**config.mk**
```make
export PLATFORM = sky130hd
export DESIGN_NAME = free_run_timer_capture_pair
export DESIGN_NICKNAME = d
export VERILOG_FILES = /design/src/rtl/free_run_timer_capture_pair.v /design/src/rtl/capture_channel.v
export VERILOG_INCLUDE_DIRS = /design/src /design/src/shared
export SDC_FILE = /design/constraint.sdc
export NUM_CORES = 1
export LEC_CHECK = 0
export ABC_CLOCK_PERIOD_IN_PS = 2200
export BUFFER_PORTS_ARGS = -buffer_cell sky130_fd_sc_hd__buf_2
export CAP_MARGIN = 0
export CORE_MARGIN = 4
export CORE_UTILIZATION = 30
export CTS_CLUSTER_SIZE = 30
export DETAILED_ROUTE_END_ITERATION = 7
export PLACE_DENSITY = 0.44
export SLEW_MARGIN = 20
export SYNTH_ARGS = -nofsm -noshare
export SYNTH_HDL_FRONTEND = slang
export SYNTH_SLANG_ARGS = --single-unit
```
**constraint.sdc**
```tcl
create_clock -name clk_sys -period 2.2 [get_ports clk_sys]
set_input_delay 0.33 -clock clk_sys [delete_from_list [all_inputs] [get_ports clk_sys]]
set_output_delay 0.33 -clock clk_sys [all_outputs]
set_load 0.02 [all_outputs]
```
**src/shared/frt_capture_defines.vh**
```
// offsets, field positions, edge codes and reset values of the
// free-running timer with two capture pairs
// assumes: included by bare name from the design files
`ifndef FRT_CAPTURE_DEFINES_VH
`define FRT_CAPTURE_DEFINES_VH

// ----------------------------------------------------------------
// register byte addresses
// ----------------------------------------------------------------
`define OFS_COUNT_VALUE    5'h00
`define OFS_TIMER_CTRL     5'h04
`define OFS_PAIR_A_CTRL    5'h08
`define OFS_PAIR_B_CTRL    5'h0C
`define OFS_CAPT_VALUE0    5'h10
`define OFS_CAPT_VALUE1    5'h14
`define OFS_CAPT_VALUE2    5'h18
`define OFS_CAPT_VALUE3    5'h1C
`define OFS_SERVICE_ACK    5'h20

// ----------------------------------------------------------------
// timer control fields
// ----------------------------------------------------------------
`define TC_PRESCALE_LSB    0
`define TC_PRESCALE_MSB    2
`define TC_CLEAR_BIT       3
`define TC_STOP_BIT        5
`define TC_OVF_IRQ_EN_BIT  6
`define TC_OVF_FLAG_BIT    7

// ----------------------------------------------------------------
// capture pair control fields
// ----------------------------------------------------------------
`define CP_SEL0_LSB        0
`define CP_SEL1_LSB        2
`define CP_IRQ_EN0_BIT     4
`define CP_IRQ_EN1_BIT     5
`define CP_FLAG0_BIT       6
`define CP_FLAG1_BIT       7

// ----------------------------------------------------------------
// edge select codes
// ----------------------------------------------------------------
`define EDGE_OFF           2'h0
`define EDGE_RISE          2'h1
`define EDGE_FALL          2'h2
`define EDGE_BOTH          2'h3

// ----------------------------------------------------------------
// reset values and limits
// ----------------------------------------------------------------
`define COUNT_RESET        16'h0000
`define COUNT_MAX          16'hFFFF
`define CTRL_RESET         8'h00
`define AXI_OKAY           2'h0
`define AXI_SLVERR         2'h2

`endif

```
**src/rtl/free_run_timer_capture_pair.v**
```verilog
// free-running 16-bit timer with two capture pairs behind AXI4-Lite
// assumes: single clock, capture pins asynchronous, software on
// the bus, service-start pulses from the transfer engine
`timescale 1ns/1ps
`include "frt_capture_defines.vh"

module free_run_timer_capture_pair (
  // clock and reset
  input  wire        clk_sys,
  input  wire        rstn,
  // axi4-lite write address
  input  wire        s_axi_awvalid,
  output reg         s_axi_awready,
  input  wire [5:0]  s_axi_awaddr,
  // axi4-lite write data
  input  wire        s_axi_wvalid,
  output reg         s_axi_wready,
  input  wire [31:0] s_axi_wdata,
  input  wire [3:0]  s_axi_wstrb,
  // axi4-lite write response
  output reg         s_axi_bvalid,
  input  wire        s_axi_bready,
  output reg  [1:0]  s_axi_bresp,
  // axi4-lite read address
  input  wire        s_axi_arvalid,
  output reg         s_axi_arready,
  input  wire [5:0]  s_axi_araddr,
  // axi4-lite read data
  output reg         s_axi_rvalid,
  input  wire        s_axi_rready,
  output reg  [31:0] s_axi_rdata,
  output reg  [1:0]  s_axi_rresp,
  // read-modify-write qualifier and service starts
  input  wire        rmw_read,
  input  wire        service_ovf,
  input  wire [3:0]  service_chan,
  // count-clock enable and capture pins
  input  wire        count_tick,
  input  wire [3:0]  capture_input_pins,
  // interrupt requests
  output reg         overflow_irq,
  output reg  [3:0]  capture_irq
);

  // ----------------------------------------------------------------
  // state
  // ----------------------------------------------------------------
  reg  [15:0] count_value_reg;
  reg  [15:0] count_value_next;
  reg  [2:0]  prescale_sel_reg;
  reg         stop_reg;
  reg         overflow_irq_enable_reg;
  reg         overflow_flag_reg;
  reg         wrap_pending_reg;
  reg  [7:0]  sel_en_reg;        // edge select bits, both pairs
  reg  [5:0]  aw_addr_reg;
  reg  [31:0] w_data_reg;
  reg  [3:0]  w_strb_reg;
  reg         aw_full_reg;
  reg         w_full_reg;
  reg         tick_sync1_reg;
  reg         tick_sync2_reg;

  wire [3:0]  edge_flag;
  wire [15:0] capt_value [0:3];
  wire        wr_go;
  wire        rd_go;
  wire        wr_word;
  wire        wr_low;
  wire        tick;
  wire [3:0]  flag_clear;
  reg  [31:0] rd_mux;
  reg  [1:0]  rd_resp;
  reg         wr_ok;

  // ----------------------------------------------------------------
  // write channels: address and data taken in either order
  // ----------------------------------------------------------------
  always @(posedge clk_sys or negedge rstn) begin
    if (!rstn) begin
      s_axi_awready <= 1'b0;
      s_axi_wready  <= 1'b0;
      s_axi_bvalid  <= 1'b0;
      s_axi_bresp   <= `AXI_OKAY;
      aw_full_reg   <= 1'b0;
      w_full_reg    <= 1'b0;
      aw_addr_reg   <= 6'h00;
      w_data_reg    <= 32'h00000000;
      w_strb_reg    <= 4'h0;
    end else begin
      s_axi_awready <= 1'b0;
      s_axi_wready  <= 1'b0;
      if (s_axi_awvalid && !aw_full_reg && !s_axi_awready
          && !s_axi_bvalid) begin
        s_axi_awready <= 1'b1;
        aw_full_reg   <= 1'b1;
        aw_addr_reg   <= s_axi_awaddr;
      end
      if (s_axi_wvalid && !w_full_reg && !s_axi_wready
          && !s_axi_bvalid) begin
        s_axi_wready <= 1'b1;
        w_full_reg   <= 1'b1;
        w_data_reg   <= s_axi_wdata;
        w_strb_reg   <= s_axi_wstrb;
      end
      if (wr_go) begin
        aw_full_reg  <= 1'b0;
        w_full_reg   <= 1'b0;
        s_axi_bvalid <= 1'b1;
        s_axi_bresp  <= wr_ok ? `AXI_OKAY : `AXI_SLVERR;
      end else if (s_axi_bvalid && s_axi_bready) begin
        s_axi_bvalid <= 1'b0;
      end
    end
  end

  assign wr_go   = aw_full_reg && w_full_reg && !s_axi_bvalid;
  // the counter only accepts a full halfword, never split bytes
  assign wr_word = wr_go && (w_strb_reg[1:0] == 2'h3);
  assign wr_low  = wr_go && w_strb_reg[0];

  // unmapped or a byte-split count write answers slverr
  always @* begin
    case (aw_addr_reg[5:2])
      4'h0:    wr_ok = (w_strb_reg[1:0] == 2'h3);
      4'h1, 4'h2, 4'h3, 4'h8: wr_ok = 1'b1;
      4'h4, 4'h5, 4'h6, 4'h7: wr_ok = 1'b1;
      default: wr_ok = 1'b0;
    endcase
  end

  // ----------------------------------------------------------------
  // count-clock enable arrives from a prescaler outside this clock
  // ----------------------------------------------------------------
  always @(posedge clk_sys or negedge rstn) begin
    if (!rstn) begin
      tick_sync1_reg <= 1'b0;
      tick_sync2_reg <= 1'b0;
    end else begin
      tick_sync1_reg <= count_tick;
      tick_sync2_reg <= tick_sync1_reg;
    end
  end

  assign tick = tick_sync2_reg;

  // ----------------------------------------------------------------
  // counter next value; immediate clears beat the wrap clear
  // ----------------------------------------------------------------
  always @* begin
    count_value_next = count_value_reg;
    if (wr_low && aw_addr_reg[5:2] == 4'h1
        && w_data_reg[`TC_CLEAR_BIT]) begin
      count_value_next = `COUNT_RESET;
    end else if (wr_word && aw_addr_reg[5:2] == 4'h0 && stop_reg) begin
      // zero write lands as a clear, any other value as a load
      count_value_next = w_data_reg[15:0];
    end else if (wrap_pending_reg && tick) begin
      count_value_next = `COUNT_RESET;
    end else if (!stop_reg && tick) begin
      count_value_next = count_value_reg + 16'h0001;
    end
  end

  // ----------------------------------------------------------------
  // counter, timer control and overflow flag
  // ----------------------------------------------------------------
  always @(posedge clk_sys or negedge rstn) begin
    if (!rstn) begin
      count_value_reg         <= `COUNT_RESET;
      prescale_sel_reg        <= 3'h0;
      stop_reg                <= 1'b0;
      overflow_irq_enable_reg <= 1'b0;
      overflow_flag_reg       <= 1'b0;
      wrap_pending_reg        <= 1'b0;
    end else begin
      count_value_reg <= count_value_next;
      if (wrap_pending_reg && tick) begin
        wrap_pending_reg <= 1'b0;
      end
      if (wr_low && aw_addr_reg[5:2] == 4'h1) begin
        prescale_sel_reg <=
          w_data_reg[`TC_PRESCALE_MSB:`TC_PRESCALE_LSB];
        stop_reg                <= w_data_reg[`TC_STOP_BIT];
        overflow_irq_enable_reg <= w_data_reg[`TC_OVF_IRQ_EN_BIT];
        if (w_data_reg[`TC_CLEAR_BIT]) begin
          wrap_pending_reg <= 1'b0;
        end
      end
      // the flag rises as the counter leaves all ones; set wins
      if (!stop_reg && tick && !wrap_pending_reg
          && count_value_reg == `COUNT_MAX
          && count_value_next == `COUNT_MAX + 16'h0001) begin
        overflow_flag_reg <= 1'b1;
      end else if ((wr_low && aw_addr_reg[5:2] == 4'h1
                    && !w_data_reg[`TC_OVF_FLAG_BIT]) || service_ovf) begin
        overflow_flag_reg <= 1'b0;
      end
    end
  end

  // ----------------------------------------------------------------
  // capture control pairs: a is channels 0,1, b is channels 2,3
  // ----------------------------------------------------------------
  always @(posedge clk_sys or negedge rstn) begin
    if (!rstn) begin
      sel_en_reg <= 8'h00;
    end else begin
      if (wr_low && aw_addr_reg[5:2] == 4'h2) begin
        sel_en_reg[3:0] <= w_data_reg[3:0];
      end
      if (wr_low && aw_addr_reg[5:2] == 4'h3) begin
        sel_en_reg[7:4] <= w_data_reg[3:0];
      end
    end
  end

  // ----------------------------------------------------------------
  // four channels, two per pair; irq enables held in bits 4,5
  // ----------------------------------------------------------------
  reg [1:0] ien_a_reg;
  reg [1:0] ien_b_reg;

  always @(posedge clk_sys or negedge rstn) begin
    if (!rstn) begin
      ien_a_reg <= 2'h0;
      ien_b_reg <= 2'h0;
    end else begin
      if (wr_low && aw_addr_reg[5:2] == 4'h2) begin
        ien_a_reg <= w_data_reg[`CP_IRQ_EN1_BIT:`CP_IRQ_EN0_BIT];
      end
      if (wr_low && aw_addr_reg[5:2] == 4'h3) begin
        ien_b_reg <= w_data_reg[`CP_IRQ_EN1_BIT:`CP_IRQ_EN0_BIT];
      end
    end
  end

  genvar ch;
  generate
    for (ch = 0; ch < 4; ch = ch + 1) begin : chan
      // write of 0 to the flag bit clears, 1 leaves it alone
      assign flag_clear[ch] = service_chan[ch] ||
        (wr_low && aw_addr_reg[5:2] == ((ch < 2) ? 4'h2 : 4'h3)
         && !w_data_reg[`CP_FLAG0_BIT + (ch % 2)]);
      capture_channel u_chan (
        .clk_sys           (clk_sys),
        .rstn              (rstn),
        .pin               (capture_input_pins[ch]),
        .count             (count_value_reg),
        .edge_sel          (sel_en_reg[2*ch+1:2*ch]),
        .flag_clear        (flag_clear[ch]),
        .flag_reg          (edge_flag[ch]),
        .capture_value_reg (capt_value[ch])
      );
    end
  endgenerate

  // ----------------------------------------------------------------
  // interrupt requests straight from flops
  // ----------------------------------------------------------------
  always @(posedge clk_sys or negedge rstn) begin
    if (!rstn) begin
      overflow_irq <= 1'b0;
      capture_irq  <= 4'h0;
    end else begin
      overflow_irq <= overflow_flag_reg & overflow_irq_enable_reg;
      capture_irq  <= edge_flag & {ien_b_reg, ien_a_reg};
    end
  end

  // ----------------------------------------------------------------
  // read mux; rmw reads see flags as 1 so write-back keeps them
  // ----------------------------------------------------------------
  always @* begin
    rd_mux  = 32'h00000000;
    rd_resp = `AXI_OKAY;
    case (s_axi_araddr[5:2])
      4'h0: rd_mux[15:0] = count_value_reg;
      4'h1: rd_mux[7:0] = {overflow_flag_reg | rmw_read,
                           overflow_irq_enable_reg, stop_reg,
                           2'b00, prescale_sel_reg};
      4'h2: rd_mux[7:0] = {edge_flag[1:0] | {2{rmw_read}},
                           ien_a_reg, sel_en_reg[3:0]};
      4'h3: rd_mux[7:0] = {edge_flag[3:2] | {2{rmw_read}},
                           ien_b_reg, sel_en_reg[7:4]};
      4'h4: rd_mux[15:0] = capt_value[0];
      4'h5: rd_mux[15:0] = capt_value[1];
      4'h6: rd_mux[15:0] = capt_value[2];
      4'h7: rd_mux[15:0] = capt_value[3];
      4'h8: rd_mux = 32'h00000000;
      default: rd_resp = `AXI_SLVERR;
    endcase
  end

  assign rd_go = s_axi_arvalid && !s_axi_arready && !s_axi_rvalid;

  // ----------------------------------------------------------------
  // read channels: one outstanding read, answer raised with address ready
  // ----------------------------------------------------------------
  always @(posedge clk_sys or negedge rstn) begin
    if (!rstn) begin
      s_axi_arready <= 1'b0;
      s_axi_rvalid  <= 1'b0;
      s_axi_rdata   <= 32'h00000000;
      s_axi_rresp   <= `AXI_OKAY;
    end else begin
      s_axi_arready <= rd_go;
      if (rd_go) begin
        s_axi_rvalid <= 1'b1;
        s_axi_rdata  <= rd_mux;
        s_axi_rresp  <= rd_resp;
      end else if (s_axi_rvalid && s_axi_rready) begin
        s_axi_rvalid <= 1'b0;
      end
    end
  end

endmodule

```
**src/rtl/capture_channel.v**
```verilog
// one capture channel: pin synchroniser, edge select, sticky flag
// and captured counter value
// assumes: pin is asynchronous; count is on clk_sys
`timescale 1ns/1ps
`include "frt_capture_defines.vh"

module capture_channel (
  // clock and reset
  input  wire        clk_sys,
  input  wire        rstn,
  // pin and counter
  input  wire        pin,
  input  wire [15:0] count,
  // control
  input  wire [1:0]  edge_sel,
  input  wire        flag_clear,
  // results
  output reg         flag_reg,
  output reg  [15:0] capture_value_reg
);

  reg  sync1_reg;
  reg  sync2_reg;
  reg  prev_reg;
  wire rise;
  wire fall;
  reg  hit;

  // ----------------------------------------------------------------
  // synchroniser, first stage read only by the second
  // ----------------------------------------------------------------
  always @(posedge clk_sys or negedge rstn) begin
    if (!rstn) begin
      sync1_reg <= 1'b0;
      sync2_reg <= 1'b0;
      prev_reg  <= 1'b0;
    end else begin
      sync1_reg <= pin;
      sync2_reg <= sync1_reg;
      prev_reg  <= sync2_reg;
    end
  end

  assign rise = sync2_reg & ~prev_reg;
  assign fall = ~sync2_reg & prev_reg;

  // edge qualification; code zero keeps the channel idle
  always @* begin
    case (edge_sel)
      `EDGE_RISE: hit = rise;
      `EDGE_FALL: hit = fall;
      `EDGE_BOTH: hit = rise | fall;
      default:    hit = 1'b0;
    endcase
  end

  // ----------------------------------------------------------------
  // sticky flag and capture; a new edge wins over a clear
  // ----------------------------------------------------------------
  always @(posedge clk_sys or negedge rstn) begin
    if (!rstn) begin
      flag_reg          <= 1'b0;
      capture_value_reg <= `COUNT_RESET;
    end else begin
      if (hit) begin
        flag_reg          <= 1'b1;
        capture_value_reg <= count;
      end else if (flag_clear) begin
        flag_reg <= 1'b0;
      end
    end
  end

endmodule

```
==> metrics <==
yosys warns 0; clock slew at reported path FFs 0.07 ns; setup ws final 0.3356 ns; Max Fclk 0.5364 GHz; Setup Skew 0.01591 ns; sequential fraction of the synthesis area 55.55%; Post-route DRC 0; Setup violations, final 0; Tightest Pin Transition 0.6428 ns; nets 779; Post-CTS Setup Repair Bufs 0; FF-to-FF path depth 5; slew margin rel. 56.91%; Initial Util 30.32%; Tmin final 1.864 ns; max layer used met4; Async S/R FF share, synth 100.0%; Distinct cells, synth 53; TNS Setup 0 ns; most common cell after layout, fill and taps aside dfrtp_1; Die Y 167.3 um; Startpoint Class register; Main synth FF type dfrtp_1; DR iter-0 viols 300; CTS tree done; H-tree levels 4; Final Hold Viols 0; initial antenna violation count 0; CORE AREA 25110 um2; drt wl/cell 18.58 um; Layout area overhead 21.23%; die area 27990 um2; max-slew violation count 0; syn_area_per_cell 12.54 um2; #FFs+latches synth 169; Critical Path AT 2.20 ns; total number of vias 5138; CTS sink cnt 169; Antenna Cells 0; FF-to-FF Start count_value_reg[4]$_DFF_PN0_; maximum number of pins on one net before global-route repair 62; GRT Residual Overflow 0; Endpoint, Worst Hold s_axi_bvalid$_DFFE_PN0P_; vias in the first global route 5243; GPL Wtd Cong 0.7507; static leakage 4.349 nW; Clock Path Buffers 2; CTS root buf clkbuf_16; layout cells sized above 1 35.98%; required time worst endpoint 2.53 ns; met3 wire len 976 um; Final Util 36.76%; Max FO, Critical Path 8; Worst Setup Path Type reg -> reg; port bufs 71; max cap viols 0; Critical R2R Capture overflow_flag_reg$_DFFE_PN0P_; via density per instance 4.907; first-pass GRT wire length 30.50 mm; WL final 19.46 mm; power per cell area 1112 nW/um2; max FFs per register 64; Pre-antenna DRT Iters 5; met2 routed WL 9.089 mm; CTS Buf Count 17; most frequent cells in the layout dfrtp_1, mux2_2, buf_2, nand2_1, buf_4; hold buffers post-CTS 6; ANT nets after route 0; Skew-Pair Late Insertion Delay 0.43 ns; wl on met1 9.138 mm; HP Class in -> reg; kind of end point of the critical path register; flop2flop setup slack 0.34 ns; Max VDD drop 0.4794 mV; Hold Crit Start s_axi_bready; Total Routing Usage GR 14.13%; Post-synth EDFFs 0; Die Wd 167.3 um; Post-DP HPWL 13.50 mm; PostCTS Resize Cnt 0; status finished, final reports clean; I/O pin total 112; cells after synthesis 607; std cell rows 58; RSZ-0062 raised after global routing false; Cell Area, Synth 7614 um2; Hold Path Cell Cnt 2; Period Utilization, post-route 84.75%; pre-CTS WS 0.3111 ns
-- metrics by stage --
step / hold WS [ns] / area, um2 / instances / total power, W
floorplan: 0.03441 / 7677 / 624 / 0.006031
global placement: 0.3320 / 8493 / 1009 / 0.006889
detailed placement: 0.3347 / 8493 / 1009 / 0.006976
CTS: 0.05146 / 9225 / 1047 / 0.01040
global route: 0.07247 / 9230 / 1047 / 0.01083
finish: 0.06691 / 9230 / 1047 / 0.01026
-- layout make-up --
class | count | area [um2]
fill | 2499 | 15880
sequential | 169 | 4229
multi-input combinational | 388 | 3104
timing repair buffer | 110 | 744.5
clock buffer | 22 | 484.2
tap | 330 | 412.9
clock inverter | 10 | 187.7
inverter | 18 | 67.56
-- cell usage after synthesis, types with 5 or more instances --
| master | count | area, um2 |
|---|---|---|
| clkbuf_1 | 11 | 41.29 |
| nand2_1 | 44 | 165.2 |
| a22oi_1 | 19 | 142.6 |
| nor3_1 | 7 | 35.03 |
| nand2b_1 | 5 | 31.28 |
| mux2_2 | 113 | 1272 |
| mux2i_1 | 6 | 60.06 |
| inv_1 | 18 | 67.56 |
| a21oi_1 | 5 | 25.02 |
| nand3b_1 | 5 | 37.54 |
| dfrtp_1 | 169 | 4229 |
| nor2b_1 | 8 | 50.05 |
| and2_1 | 7 | 43.79 |
| ha_1 | 9 | 112.6 |
| xnor2_1 | 10 | 87.58 |
| nor2_1 | 26 | 97.59 |
| o21ai_0 | 12 | 60.06 |
| a222oi_1 | 19 | 190.2 |
| o21ai_1 | 11 | 55.05 |
| a31oi_1 | 6 | 37.54 |
| buf_2 | 17 | 85.08 |
| a22o_1 | 8 | 70.07 |
| buf_4 | 20 | 150.1 |
-- layer usage --
layer	up-vias	global-route usage [%]
li1	2364	-
met1	2607	19.89
met2	148	21.96
met3	19	2.833
met4	0	4.658
met5	-	0
-- cells by family (layout without fill, tap and decap cells) --
logic type	after synthesis	count (layout)	share of synthesized area, %
mux	119	119	17.50
other cells	1	18	0.04925
xor+xnor	14	14	1.610
flops	169	169	55.55
buf+inv	67	160	4.667
compound gates	95	95	9.466
fa+ha+maj	9	9	1.479
simple gates	133	133	9.679
-- critical path, stage by stage, from the launching register on --
cell and delay, ns:
dfrtp_1 0.56, nand4_2 0.29, o31a_1 0.35, o21ai_1 0.17, a21oi_2 0.09, o41ai_2 0.31
-- worst max path at each step --
stage,slack (ns),from,end,cells past startpoint
after global routing,0.18,count_value_reg[4]$_DFF_PN0_,overflow_flag_reg$_DFFE_PN0P_,5
after global placement,0.34,s_axi_araddr[2],s_axi_rdata[1]$_DFFE_PN0P_,7
after detailed placement,0.31,s_axi_araddr[3],s_axi_rdata[14]$_DFFE_PN0P_,5
after floorplan,0.36,chan[1].u_chan.prev_reg$_DFF_PN0_,chan[1].u_chan.capture_value_reg[10]$_DFFE_PN0P_,7
final,0.34,count_value_reg[4]$_DFF_PN0_,overflow_flag_reg$_DFFE_PN0P_,5
after CTS,0.33,aw_addr_reg[2]$_DFFE_PN0P_,overflow_flag_reg$_DFFE_PN0P_,5
-- where the power goes --
part	internal (W)	switching, W	total (W)	leakage (nW)
Sequential	0.00387	0.000727	0.00460	2.20
Combinational	0.00117	0.00111	0.00228	1.82
Clock	0.00214	0.00124	0.00338	0.323
Total	0.00718	0.00308	0.0103	4.35
Power figures use the tool's default switching activity.
